## src/common/esim_pkg.sv

```systemverilog
`default_nettype none
// ****************************************************************
// Encoder simulation constants
// ****************************************************************
package esim_pkg;
   // Simulation mode codes
   localparam logic [1:0] MODE_HW        = 2'h0;
   localparam logic [1:0] MODE_LPR       = 2'h1;
   // Output format codes
   localparam logic [1:0] FMT_QUAD       = 2'h0;
   localparam logic [1:0] FMT_FD         = 2'h1;
   localparam logic [1:0] FMT_FR         = 2'h2;
   // Status codes
   localparam logic [1:0] STAT_NONE      = 2'h0;
   localparam logic [1:0] STAT_FULL      = 2'h1;
   localparam logic [1:0] STAT_NO_MARKER = 2'h2;
   // Position source codes
   localparam logic [1:0] SRC_PRIMARY    = 2'h0;
   localparam logic [1:0] SRC_SECONDARY  = 2'h1;
   localparam logic [1:0] SRC_AUX        = 2'h2;
   // Primary input device type codes
   localparam logic [2:0] DEV_QUAD       = 3'h1;
   localparam logic [2:0] DEV_FD         = 3'h2;
   localparam logic [2:0] DEV_FR         = 3'h3;
   localparam logic [2:0] DEV_SINE_COS   = 3'h4;
   localparam logic [2:0] DEV_SINE_COS_SER = 3'h5;
   // Widths and limits
   localparam int         POS_W          = 16;
   localparam int         LINES_W        = 15;
   localparam logic [14:0] LINES_MAX     = 15'h4000;
   localparam int         ACC_W          = 32;
   localparam int         ACC_SHIFT      = 14;
   localparam int         PEND_W         = 20;
   localparam int         DIV_W          = 7;
   localparam int         PER_W          = 8;
   localparam int         TMR_W          = 16;
   // Timing
   localparam int         SW_DELAY_US    = 250;
   localparam int         CLK_PERIOD_NS  = 40;
   localparam int         SW_DELAY_CYC   =
      (SW_DELAY_US * 1000 + CLK_PERIOD_NS - 1) / CLK_PERIOD_NS;
   // Reset values
   localparam logic [1:0] GRAY_RST       = 2'h0;
   localparam logic [1:0] STATUS_RST     = 2'h0;
   // Top-level path state, one-hot
   typedef enum logic [2:0] {
      ST_OFF = 3'b001,
      ST_HW  = 3'b010,
      ST_SW  = 3'b100
   } esim_state_e;
endpackage : esim_pkg
`default_nettype wire

```

## src/rtl/esim_pulse_gen.sv

```systemverilog
`timescale 1ns/1ns
`default_nettype none
// ****************************************************************
// Output line generator: quadrature, freq/dir, fwd/rev
// ****************************************************************
module esim_pulse_gen (
   input  wire logic       clk_i,    // Drive clock
   input  wire logic       rst_n_i,  // Synchronised reset, active low
   input  wire logic       en_i,     // Output path active
   input  wire logic       step_i,   // One output count
   input  wire logic       up_i,     // Count direction, 1 = forward
   input  wire logic [1:0] fmt_i,    // Output format
   input  wire logic       align_i,  // Marker realign request
   output logic            a_o,      // A / F / forward line
   output logic            b_o       // B / D / reverse line
);
   logic [1:0] gray_reg;

   // Quadrature state, advanced one Gray step per count
   always_ff @(posedge clk_i or negedge rst_n_i) begin
      if (!rst_n_i) begin
         gray_reg <= esim_pkg::GRAY_RST;
      end else if (!en_i) begin
         gray_reg <= esim_pkg::GRAY_RST;
      end else if (align_i) begin
         gray_reg <= 2'h3;
      end else if (step_i) begin
         if (up_i) begin
            gray_reg <= {gray_reg[0], ~gray_reg[1]};
         end else begin
            gray_reg <= {~gray_reg[0], gray_reg[1]};
         end
      end
   end

   // Line drive per format
   always_ff @(posedge clk_i or negedge rst_n_i) begin
      if (!rst_n_i) begin
         a_o <= 1'b0;
         b_o <= 1'b0;
      end else if (!en_i) begin
         a_o <= 1'b0;
         b_o <= 1'b0;
      end else begin
         unique case (fmt_i)
            esim_pkg::FMT_FD: begin
               if (align_i) begin
                  a_o <= 1'b1;
               end else if (step_i) begin
                  a_o <= ~a_o;
                  b_o <= up_i;
               end
            end
            esim_pkg::FMT_FR: begin
               if (align_i) begin
                  a_o <= 1'b1;
               end else if (step_i && up_i) begin
                  a_o <= ~a_o;
               end else if (step_i) begin
                  b_o <= ~b_o;
               end
            end
            default: begin
               if (align_i) begin
                  a_o <= 1'b1;
                  b_o <= 1'b1;
               end else if (step_i) begin
                  if (up_i) begin
                     a_o <= gray_reg[0];
                     b_o <= ~gray_reg[1];
                  end else begin
                     a_o <= ~gray_reg[0];
                     b_o <= gray_reg[1];
                  end
               end else begin
                  a_o <= gray_reg[1];
                  b_o <= gray_reg[0];
               end
            end
         endcase
      end
   end
endmodule : esim_pulse_gen
`default_nettype wire

```

## src/rtl/esim_top.sv

```systemverilog
`timescale 1ns/1ns
`default_nettype none
// Functional notes
// - Status 0 when off, 1 with marker
// - Status 2 when no marker possible
// - Hardware mode: direct logic from primary pins
// - Hardware output only for supported device types
// - Sine-cosine: zero crossings only, no interpolation
// - Mode value 0 selects hardware mode
// - Divider code n scales by 1/2^n
// - Lock clear: marker output copies marker input
// - Lock set: realign A high on marker, B too in quad format
// - Format 0 quad, 1 freq/dir, 2 fwd/rev
// - Software mode: sample every 250 us or longer
// - Software resolution from lines per revolution
// - Mode value 1 selects lines-per-rev mode
// - Lines per revolution limited to 16384
// - Freq formats emit twice lines pulses
// - Software source: primary, secondary or other
module esim_top #(
   parameter int SW_DELAY_CYCLES = esim_pkg::SW_DELAY_CYC // Sample base
) (
   input  wire logic        REF_CLK_I,        // Drive clock, 25 MHz
   input  wire logic        ARST_N_I,         // Async reset, active low
   input  wire logic        SIM_ENABLE_I,     // Simulation output enable
   input  wire logic [1:0]  SIM_MODE_I,       // Simulation mode
   input  wire logic [1:0]  OUT_FORMAT_I,     // Output format
   input  wire logic [1:0]  SIM_SOURCE_I,     // Position source select
   input  wire logic [2:0]  HW_DIVIDER_I,     // Hardware divider code
   input  wire logic        MARKER_LOCK_I,    // Hardware marker lock
   input  wire logic [2:0]  INPUT_DEVICE_I,   // Primary device type
   input  wire logic        MARKER_PRESENT_I, // Primary has a marker
   input  wire logic [14:0] OUT_LINES_I,      // Output lines per rev
   input  wire logic [7:0]  SAMPLE_PERIOD_I,  // Extra sample periods
   input  wire logic        PRI_A_I,          // Primary A / F / sine pin
   input  wire logic        PRI_B_I,          // Primary B / D / cos pin
   input  wire logic        PRI_Z_I,          // Primary marker pin
   input  wire logic [15:0] PRI_POS_I,        // Primary position word
   input  wire logic [15:0] SEC_POS_I,        // Secondary position word
   input  wire logic [15:0] AUX_POS_I,        // Other position reference
   output logic             OUT_A_O,          // Simulated A / F / fwd
   output logic             OUT_B_O,          // Simulated B / D / rev
   output logic             OUT_Z_O,          // Simulated marker
   output logic [1:0]       STATUS_O          // Simulation status
);
   // ****************************************************************
   // Reset release and pin synchronisers
   // ****************************************************************
   logic rst_meta_reg, rst_n;
   logic [2:0] pin_meta_reg, pin_sync_reg, pin_prev_reg;

   // Reset release through two flip-flops
   always_ff @(posedge REF_CLK_I or negedge ARST_N_I) begin
      if (!ARST_N_I) begin
         rst_meta_reg <= 1'b0;
         rst_n        <= 1'b0;
      end else begin
         rst_meta_reg <= 1'b1;
         rst_n        <= rst_meta_reg;
      end
   end

   // Two-stage pin sync, then a delayed copy for edges
   always_ff @(posedge REF_CLK_I or negedge rst_n) begin
      if (!rst_n) begin
         pin_meta_reg <= 3'h0;
         pin_sync_reg <= 3'h0;
         pin_prev_reg <= 3'h0;
      end else begin
         pin_meta_reg <= {PRI_Z_I, PRI_B_I, PRI_A_I};
         pin_sync_reg <= pin_meta_reg;
         pin_prev_reg <= pin_sync_reg;
      end
   end

   // ****************************************************************
   // Path selection and status
   // ****************************************************************
   esim_pkg::esim_state_e state_reg, state_next;
   logic dev_ok;
   logic [1:0] status_next;

   // Supported primary device types for hardware mode
   assign dev_ok = (INPUT_DEVICE_I == esim_pkg::DEV_QUAD) ||
                   (INPUT_DEVICE_I == esim_pkg::DEV_FD) ||
                   (INPUT_DEVICE_I == esim_pkg::DEV_FR) ||
                   (INPUT_DEVICE_I == esim_pkg::DEV_SINE_COS) ||
                   (INPUT_DEVICE_I == esim_pkg::DEV_SINE_COS_SER);

   // Next path and status from configuration
   always_comb begin
      state_next  = esim_pkg::ST_OFF;
      status_next = esim_pkg::STAT_NONE;
      if (SIM_ENABLE_I && OUT_FORMAT_I != 2'h3) begin
         if (SIM_MODE_I == esim_pkg::MODE_HW && dev_ok &&
             SIM_SOURCE_I == esim_pkg::SRC_PRIMARY) begin
            state_next  = esim_pkg::ST_HW;
            status_next = MARKER_PRESENT_I ? esim_pkg::STAT_FULL
                                           : esim_pkg::STAT_NO_MARKER;
         end else if (SIM_MODE_I == esim_pkg::MODE_LPR &&
                      SIM_SOURCE_I != 2'h3) begin
            state_next  = esim_pkg::ST_SW;
            status_next = esim_pkg::STAT_NO_MARKER;
         end
      end
   end

   // Path state and status registers
   always_ff @(posedge REF_CLK_I or negedge rst_n) begin
      if (!rst_n) begin
         state_reg <= esim_pkg::ST_OFF;
         STATUS_O  <= esim_pkg::STATUS_RST;
      end else begin
         state_reg <= state_next;
         STATUS_O  <= status_next;
      end
   end

   // ****************************************************************
   // Hardware path: edge decode and divider
   // ****************************************************************
   logic       in_step, in_up;
   logic [1:0] idx_new, idx_old, idx_diff;
   logic [6:0] div_mask, div_cnt_reg;
   logic       hw_step_reg, hw_up_reg, hw_align_reg;

   // Gray index of old and new A/B levels
   assign idx_new  = {pin_sync_reg[0], pin_sync_reg[0] ^ pin_sync_reg[1]};
   assign idx_old  = {pin_prev_reg[0], pin_prev_reg[0] ^ pin_prev_reg[1]};
   assign idx_diff = idx_new - idx_old;
   assign div_mask = 7'((8'h1 << HW_DIVIDER_I) - 8'h1);

   // Input edge decode per device type
   always_comb begin
      in_step = 1'b0;
      in_up   = 1'b0;
      unique case (INPUT_DEVICE_I)
         esim_pkg::DEV_FD: begin
            in_step = pin_sync_reg[0] & ~pin_prev_reg[0];
            in_up   = pin_sync_reg[1];
         end
         esim_pkg::DEV_FR: begin
            in_step = (pin_sync_reg[0] & ~pin_prev_reg[0]) ^
                      (pin_sync_reg[1] & ~pin_prev_reg[1]);
            in_up   = pin_sync_reg[0] & ~pin_prev_reg[0];
         end
         default: begin
            // Comparator zero crossings only
            in_step = (idx_diff == 2'h1) || (idx_diff == 2'h3);
            in_up   = (idx_diff == 2'h1);
         end
      endcase
   end

   // Divider counter and registered output step
   always_ff @(posedge REF_CLK_I or negedge rst_n) begin
      if (!rst_n) begin
         div_cnt_reg <= 7'h00;
         hw_step_reg <= 1'b0;
         hw_up_reg   <= 1'b0;
      end else if (state_reg != esim_pkg::ST_HW) begin
         div_cnt_reg <= 7'h00;
         hw_step_reg <= 1'b0;
         hw_up_reg   <= 1'b0;
      end else if (in_step && in_up) begin
         div_cnt_reg <= div_cnt_reg + 7'h01;
         hw_step_reg <= (div_cnt_reg & div_mask) == div_mask;
         hw_up_reg   <= 1'b1;
      end else if (in_step) begin
         div_cnt_reg <= div_cnt_reg - 7'h01;
         hw_step_reg <= (div_cnt_reg & div_mask) == 7'h00;
         hw_up_reg   <= 1'b0;
      end else begin
         hw_step_reg <= 1'b0;
      end
   end

   // Marker output and realign request
   always_ff @(posedge REF_CLK_I or negedge rst_n) begin
      if (!rst_n) begin
         OUT_Z_O      <= 1'b0;
         hw_align_reg <= 1'b0;
      end else begin
         OUT_Z_O      <= (state_reg == esim_pkg::ST_HW) &
                         pin_sync_reg[2];
         hw_align_reg <= (state_reg == esim_pkg::ST_HW) & MARKER_LOCK_I &
                         pin_sync_reg[2] & ~pin_prev_reg[2];
      end
   end

   // ****************************************************************
   // Software path: resampling and resolution scaling
   // ****************************************************************
   logic [15:0] sel_pos, last_pos_reg;
   logic [14:0] lines_eff;
   logic [esim_pkg::TMR_W-1:0] base_tmr_reg;
   logic [7:0]  ext_tmr_reg;
   logic        sw_sample;
   logic signed [31:0] acc_reg, acc_next, acc_add;
   logic signed [19:0] pend_reg, pend_add;
   logic        sw_step, sw_up;

   // Source select
   always_comb begin
      unique case (SIM_SOURCE_I)
         esim_pkg::SRC_SECONDARY: sel_pos = SEC_POS_I;
         esim_pkg::SRC_AUX:       sel_pos = AUX_POS_I;
         default:                 sel_pos = PRI_POS_I;
      endcase
   end

   // Clamp resolution
   assign lines_eff = (OUT_LINES_I > esim_pkg::LINES_MAX) ?
                      esim_pkg::LINES_MAX : OUT_LINES_I;
   // Position delta times lines, four counts per line
   assign acc_add  = 32'(signed'(last_pos_reg - sel_pos) * -32'sd1 *
                         signed'({17'h00000, lines_eff}));
   assign acc_next = acc_reg + acc_add;
   assign pend_add = 20'((acc_next >>> esim_pkg::ACC_SHIFT) -
                         (acc_reg >>> esim_pkg::ACC_SHIFT));
   assign sw_sample = (base_tmr_reg == 16'h0000) &&
                      (ext_tmr_reg == 8'h00);
   assign sw_step  = (state_reg == esim_pkg::ST_SW) && (pend_reg != 20'sd0);
   assign sw_up    = !pend_reg[19];

   // Sample timer: base period times (1 + extension)
   always_ff @(posedge REF_CLK_I or negedge rst_n) begin
      if (!rst_n) begin
         base_tmr_reg <= 16'(SW_DELAY_CYCLES - 1);
         ext_tmr_reg  <= 8'h00;
      end else if (state_reg != esim_pkg::ST_SW || sw_sample) begin
         base_tmr_reg <= 16'(SW_DELAY_CYCLES - 1);
         ext_tmr_reg  <= SAMPLE_PERIOD_I;
      end else if (base_tmr_reg == 16'h0000) begin
         base_tmr_reg <= 16'(SW_DELAY_CYCLES - 1);
         ext_tmr_reg  <= ext_tmr_reg - 8'h01;
      end else begin
         base_tmr_reg <= base_tmr_reg - 16'h0001;
      end
   end

   // Accumulator and pending output counts
   always_ff @(posedge REF_CLK_I or negedge rst_n) begin
      if (!rst_n) begin
         last_pos_reg <= 16'h0000;
         acc_reg      <= 32'sd0;
         pend_reg     <= 20'sd0;
      end else if (state_reg != esim_pkg::ST_SW) begin
         last_pos_reg <= sel_pos;
         acc_reg      <= 32'sd0;
         pend_reg     <= 20'sd0;
      end else begin
         if (sw_sample) begin
            last_pos_reg <= sel_pos;
            acc_reg      <= acc_next;
         end
         pend_reg <= pend_reg + (sw_sample ? pend_add : 20'sd0) -
                     (sw_step ? (sw_up ? 20'sd1 : -20'sd1) : 20'sd0);
      end
   end

   // ****************************************************************
   // Output line generator
   // ****************************************************************
   logic gen_step, gen_up;
   assign gen_step = (state_reg == esim_pkg::ST_HW) ? hw_step_reg : sw_step;
   assign gen_up   = (state_reg == esim_pkg::ST_HW) ? hw_up_reg : sw_up;

   esim_pulse_gen u_gen (
      .clk_i   (REF_CLK_I),
      .rst_n_i (rst_n),
      .en_i    (state_reg != esim_pkg::ST_OFF),
      .step_i  (gen_step),
      .up_i    (gen_up),
      .fmt_i   (OUT_FORMAT_I),
      .align_i (hw_align_reg),
      .a_o     (OUT_A_O),
      .b_o     (OUT_B_O)
   );

   // ****************************************************************
   // Assertions and covers
   // ****************************************************************
   logic [15:0] gap_reg;
   // Cycles since last software sample, saturating
   always_ff @(posedge REF_CLK_I or negedge rst_n) begin
      if (!rst_n) begin
         gap_reg <= 16'h0000;
      end else if (sw_sample || state_reg != esim_pkg::ST_SW) begin
         gap_reg <= 16'h0000;
      end else if (gap_reg != 16'hffff) begin
         gap_reg <= gap_reg + 16'h0001;
      end
   end
endmodule : esim_top
`default_nettype wire

```

## config.mk

```make
export PLATFORM = sky130hd
export DESIGN_NAME = esim_top
export DESIGN_NICKNAME = d
export VERILOG_FILES = /design/src/common/esim_pkg.sv /design/src/rtl/esim_pulse_gen.sv /design/src/rtl/esim_top.sv
export SDC_FILE = /design/constraint.sdc
export NUM_CORES = 1
export LEC_CHECK = 0
export BUFFER_PORTS_ARGS = -buffer_cell sky130_fd_sc_hd__buf_2
export CORE_AREA = 2 2 280 227
export DETAILED_ROUTE_END_ITERATION = 7
export DIE_AREA = 0 0 282 229
export GPL_ROUTABILITY_DRIVEN = 0
export PLACE_DENSITY_LB_ADDON = 0.12
export SLEW_MARGIN = 0
export SYNTH_ARGS = -nofsm -noshare
export SYNTH_HDL_FRONTEND = slang
export SYNTH_SLANG_ARGS = --single-unit
```

## constraint.sdc

```tcl
create_clock -name REF_CLK_I -period 5.3 [get_ports REF_CLK_I]
set_input_delay 1.59 -clock REF_CLK_I [delete_from_list [all_inputs] [get_ports REF_CLK_I]]
set_output_delay 1.59 -clock REF_CLK_I [all_outputs]
set_load 0.1 [all_outputs]
```

# Word level (Yosys, flattened, before mapping)
# Cells that the tools add are included.
# totals
regBits	123
latchBits	0
mem_bits_rw	0
romBits	0
out_inout_bits	5
wordCells	163
n_memories	0
# op_classes
n_addsub	12
mul	1
n_div	0
order_cmp	1
eq_ne	28
n_shift	1
muxes	57
n_bitwise	17
n_reduce_logical	26
# op_table
cell	n
two-way mux 20 bit	4
two-way mux 16 bit	4
two-way mux 32 bit	2
adder 32 bit	1
multiplier 32 x 16 -> 32 bit	1
negation 16 -> 32 bit	1
case mux 16 bit (2 select lines)	1
two-way mux 1 bit	25
two-way mux 7 bit	3
!= test 3 bit (second input constant)	7
adder 20 bit	1
nonzero test 20 bit	1
subtractor 20 bit	1
subtractor 18 x 18 -> 19 bit	1
logical NOT 16 bit	1
two-way mux 2 bit	8
two-way mux 8 bit	2
subtractor 16 x 1 -> 16 bit (second input constant)	1
subtractor 16 bit	1
> comparator 15 bit (second input constant)	1
two-way mux 15 bit	1
subtractor 7 x 1 -> 7 bit (second input constant)	2
equality test 3 x 2 -> 1 bit (second input constant)	3
equality test 3 bit (second input constant)	3
other kinds (28)	67

# Longest topological paths before layout
# depth
ltp_word	11
ltp_mapped	64

# Cells and area by module
# A second synthesis with hierarchy kept.
# hier_totals
hier_cells	2563
hier_area_um2	21498.1
# modules_own_cells
mod	instances	cells_per_inst	area_each_um2	seq_area_each_um2
esim_top	1	2529	21192.8	2986.6
esim_pulse_gen	1	34	305.3	100.1

# Least setup slack after synthesis
# Ideal clock, no wire load.
# synth_path
path_kind	input-to-reg
from	input SIM_SOURCE_I[0]
to	register pend_reg[17]
setup_time_ns	0.132
arrival_ns	13.990
required_time_ns	5.168
path_slack_ns	-8.822
cell_stages	59
n_path_buf	2
cell_sequence	inv_1 > ha_1 > buf_4 > clkbuf_1 > a22oi_1 > a21oi_1 > ha_1 > inv_1 > fa_1 > a211oi_1 > o21bai_1 > maj3_2 > and3_1 > o211ai_1 > o311ai_2 > or4_1 > or3_1 > nand2_1 > [... 23 more ...] > o21ai_0 > a21oi_1 > o31ai_1 > nand2b_1 > a21oi_1 > xnor2_1 > nand2_1 > fa_1 > inv_1 > ha_1 > or3_1 > a211oi_1 > o31ai_1 > or2_2 > a21o_1 > a21oi_1 > xor2_1 > nor2_1
# synth_between
elab_chain_len	11
elab_cells_between_ends	12
cone_classes	6 x add/sub; 1 x mul; 2 x eq/ne; 3 x mux
# synth_rtl
item	line	rtl
start: declaration	esim_top.sv:28	input wire logic [1:0] SIM_SOURCE_I,
equality test 2 bit / equality test 2 x 1 -> 1 bit (equally long branches)	esim_top.sv:205	unique case (SIM_SOURCE_I)
case mux 16 bit (2 select lines) *	esim_top.sv:205	
net sel_pos[0]	esim_top.sv:194	logic [15:0] sel_pos, last_pos_reg;
subtractor 16 bit *	esim_top.sv:216	assign acc_add = 32'(signed'(last_pos_reg - sel_pos) * -32'sd1 *
negation 16 -> 32 bit *	esim_top.sv:216	
multiplier 32 x 16 -> 32 bit *	esim_top.sv:216	
adder 32 bit *	esim_top.sv:218	assign acc_next = acc_reg + acc_add;
subtractor 18 x 18 -> 19 bit *	esim_top.sv:219	assign pend_add = 20'((acc_next >>> esim_pkg::ACC_SHIFT) -
two-way mux 20 bit *	esim_top.sv:257	pend_reg <= pend_reg + (sw_sample ? pend_add : 20'sd0) -
adder 20 bit *	esim_top.sv:257	
subtractor 20 bit *	esim_top.sv:257	
two-way mux 20 bit *	esim_top.sv:248	end else if (state_reg != esim_pkg::ST_SW) begin
end signal: assignment	esim_top.sv:257	
end: declaration	esim_top.sv:200	logic signed [19:0] pend_reg, pend_add;
# The timed path passes the listed nets; every way through them passes the cells marked *.
# A chain may end at the register's enable or synchronous reset.

# Worst setup path after layout
# layout_path
from	input SIM_SOURCE_I[0]
to	register pend_reg[19]
# Same word-level chain as after synthesis.

==> summary.txt <==
Floorplanning
  – Initial core utilization: 34.7%
  – Row count: 82
  – Die Width: 282 um
  – Io pins: 96
  – Die area: 64600 um2
  – Die Height: 229 um
  – CORE AREA: 61900 um2

Route
  – Drt drc: 0
  – DR vias: 18.6k
  – Final WL: 66.5 mm
  – DR vias/cell: 4.76
  – Drt pass-1 iters: 5
  – Initial DRC Count: 1045
  – DRT antenna net count: 0
  – WL per Instance: 17.0 um

STA
  – Slew HR: 37.0%
  – Max Fclk: 75.0 MHz
  – Final Hold Vio Count: 0
  – Setup TNS: -242550 ps
  – RSZ-0062 raised after global routing: yes
  – Slew @ Worst Pin: 936 ps
  – Final Cycle Share: 252%
  – Setup violators final: 50
  – Slew Limit Fails: 0
  – Post-route setup slack: -8040 ps
  – Final min period: 13340 ps
  – Skew final: 18.8 ps

Clocking
  – Hold_buf cts: 0
  – H-tree Lvls: 4
  – Clock transition at the registers of the reported paths: 60 ps
  – Sink Count: 123
  – Clk buf depth: 2
  – Clock Latency Late Sink: 480 ps
  – CTS buffer count: 17
  – Clk root buf: clkbuf_16
  – CTS tree: built

Setup path
  – CP max stage cell: fa_1
  – R2R Setup Slk: -6750 ps
  – Critical Path AT: 13690 ps
  – CP max FO: 4
  – CP endpoint: pend_reg[19]$_DFF_PN0_
  – Reg2reg start: last_pos_reg[0]$_DFFE_PN0N_
  – Reg2Reg Depth: 50
  – Reg2reg end: pend_reg[19]$_DFF_PN0_
  – Most frequent CP cell: fa_1
  – Crit end category: register
  – Origin of the worst setup path: SIM_SOURCE_I[0]
  – CP Launch Type: primary input
  – Worst setup path class: in -> reg
  – CP peak stage delay: 550 ps
  – WP data required: 5650 ps

Synth
  – Synth unique cells: 91
  – Synthesized flop and latch total: 123
  – Async SR Flop Fraction: 100%
  – Yosys warning count: 0
  – Syn Nets: 3131
  – Syn Area/Cell: 8.42 um2
  – Syn Std Cell Area: 21500 um2
  – Synth Instances: 2547
  – Seq/Total Area, Yosys: 14.4%
  – Ys flop type: dfrtp_1
  – Post-synth EDFFs: 0

Cells and area
  – Most frequent cells in the layout: inv_1 (537), buf_4 (432), fa_1 (331)
  – Final nets: 3638
  – Layout cells sized above 1: 31.4%
  – Most common cell after layout, fill and taps aside: inv_1
  – Max reg flops: 32
  – Area growth syn-to-layout: 36.5%
  – # fillers: 5979

Outcome
  – Violated checks: negative setup slack
  – Outcome: finished, violations left

Global route
  – Gr ovfl total: 0
  – Vias in the first global route: 18.9k
  – Initial antenna violation count: 0
  – Largest net degree at the start of global routing: 52
  – Overall routing resource usage: 21.1%
  – First-pass GRT wire length: 105 mm

Place
  – Hpwl dp: 55.4 mm
  – Number of port buffers: 95

Flow run
  – Max-cap violations: 0

Worst hold path
  – Worst Hold Class: reg -> reg
## per-layer routing
metal  GRT usage (%)  up-vias  wire length [um]
met2            32.1      351             30000
met4            4.09        0               710
met3            2.78       44              2910
li1                -     8858                 -
met1            31.9     9352             32900
met5               0        -                 0
## worst min path at each step
| stage | start | endpoint | slack, ps | depth (start not counted) |
|---|---|---|---|---|
| floorplan | pin_meta_reg[0]$_DFF_PN0_ | pin_sync_reg[0]$_DFF_PN0_ | 330 | 0 |
| global placement | pin_meta_reg[0]$_DFF_PN0_ | pin_sync_reg[0]$_DFF_PN0_ | 340 | 0 |
| detailed placement | pin_meta_reg[1]$_DFF_PN0_ | pin_sync_reg[1]$_DFF_PN0_ | 340 | 0 |
| CTS | pin_meta_reg[1]$_DFF_PN0_ | pin_sync_reg[1]$_DFF_PN0_ | 350 | 0 |
| global route | pin_meta_reg[0]$_DFF_PN0_ | pin_sync_reg[0]$_DFF_PN0_ | 360 | 0 |
| finish | pin_meta_reg[1]$_DFF_PN0_ | pin_sync_reg[1]$_DFF_PN0_ | 350 | 0 |
## Yosys cell counts (all sizes together) (10+ instances only)
master  instances  share of area [%]
or3            21               0.61
clkbuf         75                1.3
dfrtp         116                 14
mux2i          11               0.51
a21o           27               0.94
ha            153                8.9
and3           20               0.58
o211ai         11               0.41
a22oi          16               0.67
buf            10               0.28
nor4           12               0.42
nor2          258                4.5
a21oi         115                2.7
fa            340                 32
a211oi         23               0.86
nand2         277                4.9
inv           580                 10
nor3           26               0.61
nand2b         33               0.96
nor2b          30               0.87
o21ai          67                1.6
xnor2          92                3.8
and2           31               0.92
xor2           41                1.7
nand3          27               0.63
o21a           12               0.42
## final cells by class
cell class	instances	area, um2	share of cell area (%)
multi-input cells	1759	18000	61.5
inverters	580	2200	7.51
repair buffers	573	4310	14.7
well taps	840	1050	3.59
clock buffers	19	453	1.55
diodes	1	2.50	0.00855
flip-flops and latches	123	3090	10.6
clock inverters	13	156	0.534
## critical path: cells and delay by family
family,cells,cell delay [ps]
simple gates,14,2930
buf+inv,10,580
xor+xnor,3,440
compound gates,13,2670
fa+ha+maj,14,5460
## cell families (layout without fill, tap and decap cells)
group	after synthesis	after routing	share of synthesized area (%)
AOI/OAI and AO/OA	341	341	10.4
xor gates and xnor gates	134	134	5.61
adders and majority gates	494	494	40.7
buffers and inverters	665	1185	11.7
DFF	123	123	14.4
muxes	12	12	0.566
other	1	2	0.0175
and+or+nand+nor	777	777	16.6
## per-stage QoR
step	utilization [%]	instances	worst slack, ps	area (um2)	hold WS, ps
floorplan	-	2547	-8040	22200	331
detailed placement	42.9	3818	-8870	26500	338
finish	47.3	3908	-8040	29300	350
global placement	42.9	3818	-8740	26500	335
CTS	45.9	3882	-8000	28400	354
global route	47.3	3907	-8460	29300	362
## what timing repair did
action                     CTS  global route
gates resized for setup    193           137
buffers inserted            35            35
setup endpoints to repair   50            50
pin swaps                   74           121
cloned                       0             0
Power is left out: the tool's default activity adds up to more than one toggle a clock period on the data nets, which glitch-free logic cannot reach.
